File: src/core/htd_pkg.sv
package htd_pkg;
    // --------------------------------------------------------------
    // register selects and widths
    // --------------------------------------------------------------
    typedef enum logic [2:0] {
        HTD_SEL_NONE,
        HTD_SEL_EXC_FWD,
        HTD_SEL_EXC_FWD_UPPER,
        HTD_SEL_IRQ_FWD,
        HTD_SEL_INJECT,
        HTD_SEL_PENDING,
        HTD_SEL_ENABLE
    } htd_sel_t;

    localparam int unsigned REG_W = 64;
    localparam int unsigned HALF_W = 32;
    localparam int unsigned CAUSE_W = 6;
    localparam int unsigned GUEST_LINE_COUNT = 8;  // implemented guest external lines
    localparam int unsigned SELECT_W = 6;
    localparam int unsigned INSTR_ALIGNMENT_BITS = 32;

    // --------------------------------------------------------------
    // interrupt bit positions
    // --------------------------------------------------------------
    localparam int unsigned BIT_SSI = 1;
    localparam int unsigned BIT_GSI = 2;
    localparam int unsigned BIT_STI = 5;
    localparam int unsigned BIT_GTI = 6;
    localparam int unsigned BIT_SEI = 9;
    localparam int unsigned BIT_GEI = 10;
    localparam int unsigned BIT_GUEST_EXT_SUMMARY_IRQ = 12;
    localparam int unsigned BIT_LCOF = 13;
    localparam int unsigned FIRST_PLATFORM_CAUSE = 16;

    // --------------------------------------------------------------
    // writable masks and reset values
    // --------------------------------------------------------------
    localparam logic [63:0] EXC_FWD_FIXED_MASK = 64'h0000_0000_000C_B1FE;
    localparam logic [63:0] EXC_FWD_ALIGN_BIT = 64'h0000_0000_0000_0001;
    localparam logic [63:0] IRQ_FWD_MASK = 64'h0000_0000_0000_0444;
    localparam logic [63:0] INJECT_MASK = 64'h0000_0000_0000_0444;
    localparam logic [63:0] ENABLE_MASK = 64'h0000_0000_0000_1444;
    localparam logic [63:0] PENDING_WR_MASK = 64'h0000_0000_0000_0004;
    localparam logic [63:0] LOW_HALF_MASK = 64'h0000_0000_FFFF_FFFF;
    localparam logic [63:0] LINE_MASK = 64'h0000_0000_0000_01FE;
    localparam logic [63:0] EXC_FWD_RESET = 64'h0000_0000_0000_0000;
    localparam logic [63:0] IRQ_FWD_RESET = 64'h0000_0000_0000_0000;
    localparam logic [63:0] INJECT_RESET = 64'h0000_0000_0000_0000;
    localparam logic [63:0] ENABLE_RESET = 64'h0000_0000_0000_0000;
    localparam logic [5:0] CAUSE_RESET = 6'h00;

    // --------------------------------------------------------------
    // privilege encodings of the current mode
    // --------------------------------------------------------------
    localparam logic [1:0] PRIV_USER = 2'h0;
    localparam logic [1:0] PRIV_SUP = 2'h1;
    localparam logic [1:0] PRIV_MACH = 2'h3;
endpackage : htd_pkg

File: src/core/htd_core.sv
module htd_core (
    input wire logic CLOCK,
    input wire logic RESETN,
    input wire logic CE,
    input wire logic HOST_SUP_32,
    input wire logic CSR_WR_EN,
    input wire htd_pkg::htd_sel_t CSR_WR_SEL,
    input wire logic [63:0] CSR_WDATA,
    input wire htd_pkg::htd_sel_t CSR_RD_SEL,
    output logic [63:0] CSR_RDATA,
    input wire logic TRAP_VALID,
    input wire logic TRAP_AT_HOST,
    input wire logic VIRT_BEFORE_TRAP,
    input wire logic [5:0] TRAP_CAUSE,
    output logic TRAP_TO_GUEST,
    input wire logic [1:0] CUR_PRIV,
    input wire logic CUR_VIRT,
    input wire logic SUP_GLOBAL_IE,
    input wire logic [63:0] SUP_PENDING,
    input wire logic [63:0] SUP_ENABLE,
    input wire logic [63:0] GUEST_LINE_PENDING,
    input wire logic [63:0] GUEST_LINE_ENABLE,
    input wire logic [5:0] GUEST_EXT_SOURCE_SELECT,
    input wire logic PLAT_GUEST_EXT_IRQ,
    input wire logic PLAT_GUEST_TIMER_IRQ,
    output logic HOST_IRQ_TAKE,
    output logic [5:0] HOST_IRQ_CODE,
    output logic GUEST_IRQ_PENDING,
    output logic [5:0] GUEST_IRQ_CODE,
    output logic [63:0] GUEST_PENDING_VIEW
);
    // ------------------------------------------------------------------
    // helpers
    // ------------------------------------------------------------------
    // fixed host priority among the standard causes, then lowest platform cause
    function automatic logic [6:0] pick_host(input logic [63:0] cand);
        logic [6:0] res;
        res = 7'h00;
        for (int i = 63; i >= int'(htd_pkg::FIRST_PLATFORM_CAUSE); i--) begin
            if (cand[i]) begin
                res = {1'b1, 6'(i)};
            end
        end
        if (cand[htd_pkg::BIT_LCOF]) res = {1'b1, 6'(htd_pkg::BIT_LCOF)};
        if (cand[htd_pkg::BIT_GTI]) res = {1'b1, 6'(htd_pkg::BIT_GTI)};
        if (cand[htd_pkg::BIT_GSI]) res = {1'b1, 6'(htd_pkg::BIT_GSI)};
        if (cand[htd_pkg::BIT_GEI]) res = {1'b1, 6'(htd_pkg::BIT_GEI)};
        if (cand[htd_pkg::BIT_GUEST_EXT_SUMMARY_IRQ]) res = {1'b1, 6'(htd_pkg::BIT_GUEST_EXT_SUMMARY_IRQ)};
        if (cand[htd_pkg::BIT_STI]) res = {1'b1, 6'(htd_pkg::BIT_STI)};
        if (cand[htd_pkg::BIT_SSI]) res = {1'b1, 6'(htd_pkg::BIT_SSI)};
        if (cand[htd_pkg::BIT_SEI]) res = {1'b1, 6'(htd_pkg::BIT_SEI)};
        return res;
    endfunction : pick_host

    // guest-level bits move down one position; platform causes pass unchanged
    function automatic logic [63:0] to_guest(input logic [63:0] fwd);
        logic [63:0] res;
        res = {fwd[63:16], 16'h0000};
        res[htd_pkg::BIT_SEI] = fwd[htd_pkg::BIT_GEI];
        res[htd_pkg::BIT_STI] = fwd[htd_pkg::BIT_GTI];
        res[htd_pkg::BIT_SSI] = fwd[htd_pkg::BIT_GSI];
        return res;
    endfunction : to_guest

    // ------------------------------------------------------------------
    // platform input synchronisers
    // ------------------------------------------------------------------
    logic ext_meta_q;
    logic ext_sync_q;
    logic tmr_meta_q;
    logic tmr_sync_q;

    // two flops per platform line
    always_ff @(posedge CLOCK) begin
        if (!RESETN) begin
            ext_meta_q <= 1'b0;
            ext_sync_q <= 1'b0;
            tmr_meta_q <= 1'b0;
            tmr_sync_q <= 1'b0;
        end else if (CE) begin
            ext_meta_q <= PLAT_GUEST_EXT_IRQ;
            ext_sync_q <= ext_meta_q;
            tmr_meta_q <= PLAT_GUEST_TIMER_IRQ;
            tmr_sync_q <= tmr_meta_q;
        end
    end

    // ------------------------------------------------------------------
    // register write decode
    // ------------------------------------------------------------------
    logic [63:0] exc_fwd_q;
    logic [63:0] exc_fwd_d;
    logic [63:0] irq_fwd_q;
    logic [63:0] irq_fwd_d;
    logic [63:0] inject_q;
    logic [63:0] inject_d;
    logic [63:0] enable_q;
    logic [63:0] enable_d;
    wire logic [63:0] exc_wmask;
    wire logic [63:0] width_mask;
    wire logic wr_exc;
    wire logic wr_exc_upper;
    wire logic wr_irq;
    wire logic wr_inject;
    wire logic wr_pending;
    wire logic wr_enable;

    // alignment bit only writable with 32-bit instruction alignment
    assign exc_wmask = htd_pkg::EXC_FWD_FIXED_MASK
        | ((htd_pkg::INSTR_ALIGNMENT_BITS == 32) ? htd_pkg::EXC_FWD_ALIGN_BIT
                                                 : 64'h0000_0000_0000_0000);
    assign width_mask = HOST_SUP_32 ? htd_pkg::LOW_HALF_MASK : ~64'h0000_0000_0000_0000;
    assign wr_exc = CSR_WR_EN && (CSR_WR_SEL == htd_pkg::HTD_SEL_EXC_FWD);
    assign wr_exc_upper = CSR_WR_EN && HOST_SUP_32
        && (CSR_WR_SEL == htd_pkg::HTD_SEL_EXC_FWD_UPPER);
    assign wr_irq = CSR_WR_EN && (CSR_WR_SEL == htd_pkg::HTD_SEL_IRQ_FWD);
    assign wr_inject = CSR_WR_EN && (CSR_WR_SEL == htd_pkg::HTD_SEL_INJECT);
    assign wr_pending = CSR_WR_EN && (CSR_WR_SEL == htd_pkg::HTD_SEL_PENDING);
    assign wr_enable = CSR_WR_EN && (CSR_WR_SEL == htd_pkg::HTD_SEL_ENABLE);

    // next values: a low-half write at 32 bits keeps the upper half
    always_comb begin
        exc_fwd_d = exc_fwd_q;
        if (wr_exc) begin
            exc_fwd_d = ((CSR_WDATA & width_mask) | (exc_fwd_q & ~width_mask)) & exc_wmask;
        end else if (wr_exc_upper) begin
            exc_fwd_d = {CSR_WDATA[31:0], exc_fwd_q[31:0]} & exc_wmask;
        end
        irq_fwd_d = wr_irq ? (CSR_WDATA & htd_pkg::IRQ_FWD_MASK) : irq_fwd_q;
        inject_d = inject_q;
        if (wr_inject) begin
            inject_d = CSR_WDATA & htd_pkg::INJECT_MASK;
        end else if (wr_pending) begin
            // guest software bit shared with the pending register
            inject_d = (inject_q & ~htd_pkg::PENDING_WR_MASK)
                | (CSR_WDATA & htd_pkg::PENDING_WR_MASK);
        end
        enable_d = wr_enable ? (CSR_WDATA & htd_pkg::ENABLE_MASK) : enable_q;
    end

    // control registers
    always_ff @(posedge CLOCK) begin
        if (!RESETN) begin
            exc_fwd_q <= htd_pkg::EXC_FWD_RESET;
            irq_fwd_q <= htd_pkg::IRQ_FWD_RESET;
            inject_q <= htd_pkg::INJECT_RESET;
            enable_q <= htd_pkg::ENABLE_RESET;
        end else if (CE) begin
            exc_fwd_q <= exc_fwd_d;
            irq_fwd_q <= irq_fwd_d;
            inject_q <= inject_d;
            enable_q <= enable_d;
        end
    end

    // ------------------------------------------------------------------
    // pending computation
    // ------------------------------------------------------------------
    wire logic [63:0] line_pend;
    wire logic [63:0] line_en;
    wire logic sel_line;
    wire logic summary_pend;
    wire logic guest_ext_pend;
    wire logic guest_tmr_pend;
    wire logic guest_sw_pend;
    wire logic [63:0] hyp_pending;
    logic [63:0] hyp_pending_c;

    // only lines one to the line count take part
    assign line_pend = GUEST_LINE_PENDING & htd_pkg::LINE_MASK;
    assign line_en = GUEST_LINE_ENABLE & htd_pkg::LINE_MASK;
    assign sel_line = (GUEST_EXT_SOURCE_SELECT != 6'h00)
        && line_pend[GUEST_EXT_SOURCE_SELECT];
    assign summary_pend = |(line_pend & line_en);
    assign guest_ext_pend = inject_q[htd_pkg::BIT_GEI] | sel_line | ext_sync_q;
    assign guest_tmr_pend = inject_q[htd_pkg::BIT_GTI] | tmr_sync_q;
    assign guest_sw_pend = inject_q[htd_pkg::BIT_GSI];

    // hyp pending image; the supervisor-level positions 1, 5 and 9 are never set
    always_comb begin
        hyp_pending_c = 64'h0000_0000_0000_0000;
        hyp_pending_c[htd_pkg::BIT_GUEST_EXT_SUMMARY_IRQ] = summary_pend;
        hyp_pending_c[htd_pkg::BIT_GEI] = guest_ext_pend;
        hyp_pending_c[htd_pkg::BIT_GTI] = guest_tmr_pend;
        hyp_pending_c[htd_pkg::BIT_GSI] = guest_sw_pend;
    end
    assign hyp_pending = hyp_pending_c;

    // ------------------------------------------------------------------
    // trap and interrupt routing
    // ------------------------------------------------------------------
    wire logic mode_allows;
    wire logic [63:0] active;
    wire logic [63:0] host_cand;
    wire logic [63:0] guest_fwd;
    wire logic [6:0] host_pick;
    wire logic [6:0] guest_pick;
    wire logic trap_fwd;

    // host supervisor with global enable, or any less privileged mode
    assign mode_allows = (!CUR_VIRT && (CUR_PRIV == htd_pkg::PRIV_SUP) && SUP_GLOBAL_IE)
        || CUR_VIRT || (CUR_PRIV == htd_pkg::PRIV_USER);
    assign active = (SUP_PENDING & SUP_ENABLE) | (hyp_pending & enable_q);
    assign host_cand = mode_allows ? (active & ~irq_fwd_q) : 64'h0000_0000_0000_0000;
    assign guest_fwd = to_guest(active & irq_fwd_q);
    assign host_pick = pick_host(host_cand);
    assign guest_pick = pick_host(guest_fwd);
    assign trap_fwd = TRAP_VALID && TRAP_AT_HOST && VIRT_BEFORE_TRAP
        && exc_fwd_q[TRAP_CAUSE];

    // decisions re-evaluated every cycle in which the clock enable is high
    always_ff @(posedge CLOCK) begin
        if (!RESETN) begin
            TRAP_TO_GUEST <= 1'b0;
            HOST_IRQ_TAKE <= 1'b0;
            HOST_IRQ_CODE <= htd_pkg::CAUSE_RESET;
            GUEST_IRQ_PENDING <= 1'b0;
            GUEST_IRQ_CODE <= htd_pkg::CAUSE_RESET;
            GUEST_PENDING_VIEW <= 64'h0000_0000_0000_0000;
        end else if (CE) begin
            TRAP_TO_GUEST <= trap_fwd;
            HOST_IRQ_TAKE <= host_pick[6];
            HOST_IRQ_CODE <= host_pick[5:0];
            GUEST_IRQ_PENDING <= guest_pick[6];
            GUEST_IRQ_CODE <= guest_pick[5:0];
            GUEST_PENDING_VIEW <= guest_fwd;
        end
    end

    // ------------------------------------------------------------------
    // register read
    // ------------------------------------------------------------------
    logic [63:0] rd_c;

    // unselected or absent registers read zero
    always_comb begin
        case (CSR_RD_SEL)
            htd_pkg::HTD_SEL_EXC_FWD: rd_c = exc_fwd_q & width_mask;
            htd_pkg::HTD_SEL_EXC_FWD_UPPER: begin
                rd_c = HOST_SUP_32 ? {32'h0000_0000, exc_fwd_q[63:32]}
                                   : 64'h0000_0000_0000_0000;
            end
            htd_pkg::HTD_SEL_IRQ_FWD: rd_c = irq_fwd_q;
            htd_pkg::HTD_SEL_INJECT: rd_c = inject_q;
            htd_pkg::HTD_SEL_PENDING: rd_c = hyp_pending;
            htd_pkg::HTD_SEL_ENABLE: rd_c = enable_q;
            default: rd_c = 64'h0000_0000_0000_0000;
        endcase
    end

    // registered read data
    always_ff @(posedge CLOCK) begin
        if (!RESETN) begin
            CSR_RDATA <= 64'h0000_0000_0000_0000;
        end else if (CE) begin
            CSR_RDATA <= rd_c;
        end
    end
endmodule : htd_core

File: config.mk
export PLATFORM = sky130hd
export DESIGN_NAME = htd_core
export DESIGN_NICKNAME = d
export VERILOG_FILES = /design/src/core/htd_pkg.sv /design/src/core/htd_core.sv
export SDC_FILE = /design/constraint.sdc
export NUM_CORES = 1
export LEC_CHECK = 0
export BUFFER_PORTS_ARGS = -buffer_cell sky130_fd_sc_hd__clkbuf_2
export CORE_AREA = 2 2 190 192
export DETAILED_ROUTE_END_ITERATION = 8
export DIE_AREA = 0 0 192 194
export SETUP_SLACK_MARGIN = 0.5
export SLEW_MARGIN = 20
export SYNTH_ARGS = -nofsm -noshare
export SYNTH_HDL_FRONTEND = slang
export SYNTH_SLANG_ARGS = --single-unit
File: constraint.sdc
create_clock -name CLOCK -period 2.85 [get_ports CLOCK]
set_clock_uncertainty 0.05 [all_clocks]
set_input_delay 0.285 -clock CLOCK [delete_from_list [all_inputs] [get_ports CLOCK]]
set_output_delay 0.285 -clock CLOCK [all_outputs]
set_load 0.05 [all_outputs]
# Word-level counts from Yosys, hierarchy flattened
# Cells that the tools add are included.
# word_totals
reg_bits,269
inputBits,352
out_inout_bits,143
wordCells,192
# classes
magnitude_cmp,2
n_eq_ne,13
muxes,119
n_bitwise,16
reduce_logical,26
# op_table
cell,count
$mux W7,107
$mux W64,6
$pmux W64 S6,1
$and A64 B64 Y64,3
$and A64 B11 Y64,1
$not A11 Y64,1
$or A64 B13 Y64,1
$or A64 B3 Y64,1
$reduce_or A64 Y1,1
$and A20 B20 Y20,2
$mux W32,1
$not A20 Y20,1
$or A20 B20 Y20,1
$eq A3 B3 Y1 const B,6
$lt A6 B7 Y1 const B,2
$and A13 B13 Y13,1
$logic_and A1 B1 Y1,13
$bmux W1 S6,2
$eq A3 B2 Y1 const B,4
$reduce_and A2 Y1,5
$and A9 B9 Y9,1
$eq A3 B1 Y1 const B,2
$reduce_bool A6 Y1,1
$reduce_bool A2 Y1,2
6 further kinds,10

# Depth between registers and ports, before layout
# logic_depth
word_depth,65
mapped_depth,8

# Worst setup path after synthesis
# OpenSTA, ideal clock, no wires.
# synth_path
path_type,input port to flip-flop
startpoint,input GUEST_EXT_SOURCE_SELECT[2]
endpoint,register HOST_IRQ_CODE[5]
setup_ps,62
t_arrival_ps,2047
required_ps,2738
setup_slack_ps,691
stages,7
n_path_buf,0
path_cell_list,mux2_4 > a221oi_2 > a311oi_1 > a41o_1 > or3_4 > a2111oi_4 > a32o_1
# synth_between
elab_chain_len,14
word_cells_on_any_way,15
classes_between,mux (8); bitwise (5); reduce/logical (2)
# synth_rtl
item,line_no,rtl
start: declaration,htd_core.sv:23,"input wire logic [5:0] GUEST_EXT_SOURCE_SELECT,"
$bmux W1 S6,htd_core.sv:173,&& line_pend[GUEST_EXT_SOURCE_SELECT];
$mux W1 (implied by the code),htd_core.sv:173,
$logic_and A1 B1 Y1 (*),htd_core.sv:173,
$or A1 B1 Y1 (*) (2 in series),htd_core.sv:175,assign guest_ext_pend = inject_q[htd_pkg::BIT_GEI] | sel_line | ext_sync_q;
$and A13 B13 Y13 (*),htd_core.sv:203,assign active = (SUP_PENDING & SUP_ENABLE) | (hyp_pending & enable_q);
$or A64 B13 Y64 (*),htd_core.sv:203,
$and A64 B64 Y64 (*),htd_core.sv:204,assign host_cand = mode_allows ? (active & ~irq_fwd_q) : 64'h0000_0000_0000_0000;
$mux W64 (*),htd_core.sv:204,
$mux W7 (*),htd_core.sv:47,"if (cand[htd_pkg::BIT_GEI]) res = {1'b1, 6'(htd_pkg::BIT_GEI)};"
$mux W7 (*),htd_core.sv:48,"if (cand[htd_pkg::BIT_GUEST_EXT_SUMMARY_IRQ]) res = {1'b1, 6'(htd_pkg::BIT_GUEST_EXT_SUMMARY_IRQ)};"
$mux W7 (*),htd_core.sv:49,"if (cand[htd_pkg::BIT_STI]) res = {1'b1, 6'(htd_pkg::BIT_STI)};"
$mux W7 (*),htd_core.sv:50,"if (cand[htd_pkg::BIT_SSI]) res = {1'b1, 6'(htd_pkg::BIT_SSI)};"
$mux W7 (*),htd_core.sv:51,"if (cand[htd_pkg::BIT_SEI]) res = {1'b1, 6'(htd_pkg::BIT_SEI)};"
end signal: assignment,htd_core.sv:216,HOST_IRQ_CODE <= htd_pkg::CAUSE_RESET;
end signal: assignment,htd_core.sv:223,HOST_IRQ_CODE <= host_pick[5:0];
end: declaration,htd_core.sv:27,"output logic [5:0] HOST_IRQ_CODE,"
# Every way passes the cells marked *; elsewhere a longest branch is shown, timed or not. The select of a mux whose other input is x is not followed.
# A chain may end at the register's enable or synchronous reset.

# Worst setup path in the final report
# Same ends and word-level chain as after synthesis.

==> run_summary.xml <==
<?xml version="1.0" encoding="UTF-8"?>
<metrics>
  <group name="routing">
    <metric name="viasPerCell" unit="">3.80</metric>
    <metric name="routed_wl" unit="um">17200</metric>
    <metric name="vias" unit="">4628</metric>
    <metric name="route.antenna.remaining_nets" unit="">0</metric>
    <metric name="drtIter0Drc" unit="">201</metric>
    <metric name="detailed_routing_iterations_pass_1" unit="">5</metric>
    <metric name="drc" unit="">0</metric>
    <metric name="routed_wire_length_per_instance" unit="um">14.2</metric>
  </group>
  <group name="place">
    <metric name="pre_cts_slack" unit="ns">0.172</metric>
    <metric name="place_inst" unit="">1200</metric>
    <metric name="hpwl" unit="um">14800</metric>
    <metric name="replace_congestion" unit="">0.855</metric>
    <metric name="dpl-instance-area" unit="sq mm">0.00564</metric>
    <metric name="io_buffers" unit="">252</metric>
  </group>
  <group name="timing">
    <metric name="setup_viol" unit="">0</metric>
    <metric name="max_slew_margin" unit="%">58.0</metric>
    <metric name="worst-slew-pin-transition" unit="ns">0.622</metric>
    <metric name="finalWorstSetupSlack" unit="ns">0.690</metric>
    <metric name="max_clock_freq" unit="MHz">463</metric>
    <metric name="period_minus_slack" unit="ns">2.16</metric>
    <metric name="final-max-slew-violation-count" unit="">0</metric>
    <metric name="grt_setup_unrepaired" unit="">false</metric>
    <metric name="finalCritPeriodShare" unit="%">75.8</metric>
    <metric name="fin_tns_setup" unit="ns">0</metric>
    <metric name="hold_violations" unit="">0</metric>
  </group>
  <group name="synth">
    <metric name="count_of_mapped_cells_out_of_synthesis" unit="">547</metric>
    <metric name="top_reg_cell_synth" unit="">sky130_fd_sc_hd__dfxtp_1</metric>
    <metric name="yosys_register_bits" unit="">57</metric>
    <metric name="ys_async_sr_fraction" unit="%">0</metric>
    <metric name="synth-edff-count" unit="">0</metric>
    <metric name="ys_warn_count" unit="">0</metric>
    <metric name="synth_top_cell_area_share" unit="%">25.5</metric>
    <metric name="netlist_top_cells_area" unit="">sky130_fd_sc_hd__dfxtp_1, sky130_fd_sc_hd__buf_4, sky130_fd_sc_hd__mux2i_1, sky130_fd_sc_hd__nor2b_1, sky130_fd_sc_hd__nand2_1</metric>
    <metric name="synth_cell_types" unit="">61</metric>
    <metric name="syn_area" unit="sq mm">0.00447</metric>
    <metric name="seq_area_frac_synth" unit="%">25.5</metric>
    <metric name="synth_largest_area_cell" unit="">sky130_fd_sc_hd__dfxtp_1</metric>
    <metric name="syn_area_per_cell" unit="sq um">8.17</metric>
  </group>
  <group name="floorplanning">
    <metric name="io-pin-count" unit="">495</metric>
    <metric name="coreArea" unit="sq mm">0.0352</metric>
    <metric name="die-width" unit="um">192</metric>
    <metric name="floorplan.die_area" unit="sq mm">0.0372</metric>
    <metric name="rows" unit="">69</metric>
    <metric name="starting_density_of_the_core" unit="%">12.7</metric>
    <metric name="floorplan.die.height" unit="um">194</metric>
  </group>
  <group name="clock_tree">
    <metric name="root_buffer" unit="">sky130_fd_sc_hd__clkbuf_16</metric>
    <metric name="worst_setup_hold_path_clk_slew" unit="ns">0.06</metric>
    <metric name="hold_buffers" unit="">0</metric>
    <metric name="tritoncts.num_buffers" unit="">9</metric>
    <metric name="insertion_delay" unit="ns">0.34</metric>
    <metric name="cts_sinks" unit="">57</metric>
    <metric name="ctsLongestPathBuffers" unit="">2</metric>
    <metric name="cts_max_level" unit="">3</metric>
    <metric name="clock_tree_from_tritoncts" unit="">built</metric>
  </group>
  <group name="pwr">
    <metric name="vdd_ir_drop_max" unit="mV">0.279</metric>
    <metric name="p_leak" unit="uW">0.00276</metric>
    <metric name="power.density" unit="mW/mm^2">451</metric>
  </group>
  <group name="finish">
    <metric name="n_fill_cell" unit="">4008</metric>
    <metric name="layout.core_utilization" unit="%">17.0</metric>
    <metric name="most-common-layout-cells" unit="">sky130_fd_sc_hd__clkbuf_2, sky130_fd_sc_hd__conb_1, sky130_fd_sc_hd__nand2_1</metric>
    <metric name="leading_cell_type_in_the_layout_fill_and_taps_excluded" unit="">sky130_fd_sc_hd__clkbuf_2</metric>
    <metric name="final_net_count" unit="">1103</metric>
    <metric name="layout-drive-gt1-share" unit="%">39.0</metric>
    <metric name="diodes" unit="">0</metric>
    <metric name="layout_stage_area_growth_over_the_synthesis_result" unit="%">34.0</metric>
    <metric name="sequential_cell_area" unit="sq mm">0.00114</metric>
    <metric name="stdcell_area" unit="sq mm">0.00599</metric>
    <metric name="multi_input_gate_area_in_the_final_layout" unit="sq mm">0.00259</metric>
    <metric name="layoutNonFillerInstCount" unit="">1217</metric>
  </group>
  <group name="global_route">
    <metric name="grt_max_degree" unit="">50</metric>
    <metric name="globalRouteMet3Util" unit="%">2.23</metric>
    <metric name="top_usage_layer" unit="">met2</metric>
    <metric name="gr-usage-met2" unit="%">16.3</metric>
    <metric name="grt.total_usage" unit="%">8.87</metric>
    <metric name="grt_pass1_vias" unit="">4256</metric>
    <metric name="grt_remaining_overflow" unit="">0</metric>
    <metric name="antenna_found_initial" unit="">1</metric>
    <metric name="groute.layer.met1.usage" unit="%">10.3</metric>
    <metric name="grt_pass1_wl" unit="um">24400</metric>
  </group>
  <group name="critical_path">
    <metric name="setup.worst_path.start_class" unit="">input pin</metric>
    <metric name="timing.critical_path.arrival" unit="ns">2.39</metric>
    <metric name="crit_path_end_kind" unit="">register</metric>
    <metric name="worst-endpoint-required" unit="ns">3.08</metric>
    <metric name="path_max_fanout" unit="">5</metric>
    <metric name="critical_path_start_end_classification" unit="">input pin to register</metric>
  </group>
  <group name="run">
    <metric name="cap_viol_max_count" unit="">0</metric>
  </group>
  <group name="min_path">
    <metric name="min-delay-path-class" unit="">input pin to register</metric>
  </group>
  <group name="outcome">
    <metric name="run_status" unit="">finished, final reports clean</metric>
  </group>
</metrics>
==> kinds of logic (layout without fill, tap and decap cells) <==
| family | count (synthesis) | count (layout) | synth area share (%) |
|---|---|---|---|
| AO/OA/AOI/OAI | 142 | 142 | 23.7 |
| buffers and inverters | 136 | 282 | 21.9 |
| flip-flops | 57 | 57 | 25.5 |
| multiplexers | 36 | 36 | 8.79 |
| other | 1 | 64 | 0.0839 |
| AND/OR/NAND/NOR | 175 | 175 | 20.0 |
==> power breakdown <==
part	leakage [uW]	switching, uW	internal [uW]
Clock	0.000157	434	774
Combinational	0.00215	464	206
Sequential	0.000462	11.4	813
Total	0.00276	909	1790
==> synthesized netlist by cell type, types with 2 or more instances <==
cell type	instances
sky130_fd_sc_hd__nand3_1	15
sky130_fd_sc_hd__a21boi_0	5
sky130_fd_sc_hd__o41ai_1	2
sky130_fd_sc_hd__nor3_1	8
sky130_fd_sc_hd__a21oi_1	23
sky130_fd_sc_hd__nand4_1	6
sky130_fd_sc_hd__inv_1	5
sky130_fd_sc_hd__nor4_1	3
sky130_fd_sc_hd__a32o_1	5
sky130_fd_sc_hd__nor2b_1	38
sky130_fd_sc_hd__o31ai_1	2
sky130_fd_sc_hd__a22o_1	23
sky130_fd_sc_hd__a22o_2	2
sky130_fd_sc_hd__nand2_1	58
sky130_fd_sc_hd__dfxtp_1	57
sky130_fd_sc_hd__a211oi_1	5
sky130_fd_sc_hd__a31oi_1	7
sky130_fd_sc_hd__nor3b_1	3
sky130_fd_sc_hd__a221oi_1	2
sky130_fd_sc_hd__o21ai_0	21
sky130_fd_sc_hd__a311oi_1	3
sky130_fd_sc_hd__mux4_2	2
sky130_fd_sc_hd__a22oi_1	22
sky130_fd_sc_hd__o211ai_1	2
sky130_fd_sc_hd__and2_1	4
sky130_fd_sc_hd__buf_4	114
sky130_fd_sc_hd__nor2_1	23
sky130_fd_sc_hd__mux2i_1	31
sky130_fd_sc_hd__a32oi_1	5
sky130_fd_sc_hd__and4b_1	2
sky130_fd_sc_hd__clkbuf_1	13
sky130_fd_sc_hd__nor4b_1	2
sky130_fd_sc_hd__nand2b_1	6
==> path summary, 6_finish.rpt <==
path | start | end | slack (ns) | cells after the start
setup reg to reg | inject_q[10] | HOST_IRQ_CODE[5] | 0.69 | 7
hold / removal | CSR_WDATA[15] | exc_fwd_q[15] | 0.16 | 3
hold reg to reg | GUEST_IRQ_CODE[2] | GUEST_IRQ_CODE[2] | 0.42 | 2
setup / recovery | GUEST_EXT_SOURCE_SELECT[2] | HOST_IRQ_CODE[5] | 0.69 | 8
==> sequential cells by signal, summed over array words and instances (netlist names) <==
signal              count
ext_sync_q              1
HOST_IRQ_CODE           6
TRAP_TO_GUEST           1
enable_q                4
HOST_IRQ_TAKE           1
GUEST_PENDING_VIEW      3
ext_meta_q              1
CSR_RDATA              16
irq_fwd_q               3
GUEST_IRQ_CODE          2
tmr_sync_q              1
exc_fwd_q              14
inject_q                3
tmr_meta_q              1
==> worst max-delay path, cell delays in order <==
cell,delay [ns]
sky130_fd_sc_hd__clkbuf_2,0.16
sky130_fd_sc_hd__mux2_4,0.32
sky130_fd_sc_hd__a221oi_2,0.27
sky130_fd_sc_hd__a311oi_1,0.12
sky130_fd_sc_hd__a41o_2,0.30
sky130_fd_sc_hd__or3_4,0.38
sky130_fd_sc_hd__a2111oi_4,0.35
sky130_fd_sc_hd__a32o_1,0.21
==> final cells by class <==
| cell class | count | share of cell area [%] |
|---|---|---|
| clock buffer | 9 | 3.76 |
| clock inverter | 7 | 1.71 |
| inverter | 5 | 0.313 |
| multi-input combinational | 417 | 43.3 |
| sequential | 57 | 19.1 |
| tap | 461 | 9.63 |
| timing repair buffer | 261 | 22.2 |
==> what timing repair did <==
action / in CTS / in global routing
setup endpoints to repair: 2 / 2
pin swaps: 1 / 4
endpoints found under the hold margin: 0 / 0
gates resized for setup: 1 / 2
setup buffers: 0 / 1
==> routing by layer <==
metal  share of wire, %  up-vias
met1                 41     2104
met2                 50      272
met5               0.10        -
li1                   -     2237
met3                8.3       13
met4               0.81        2
==> through the flow <==
step,hold WS [ns],total power [uW]
floorplan,0.380,1340
global placement,0.386,1510
detailed placement,0.403,1510
CTS,0.145,2740
global route,0.164,2820
finish,0.157,2700
Power figures use the tool's default switching activity.
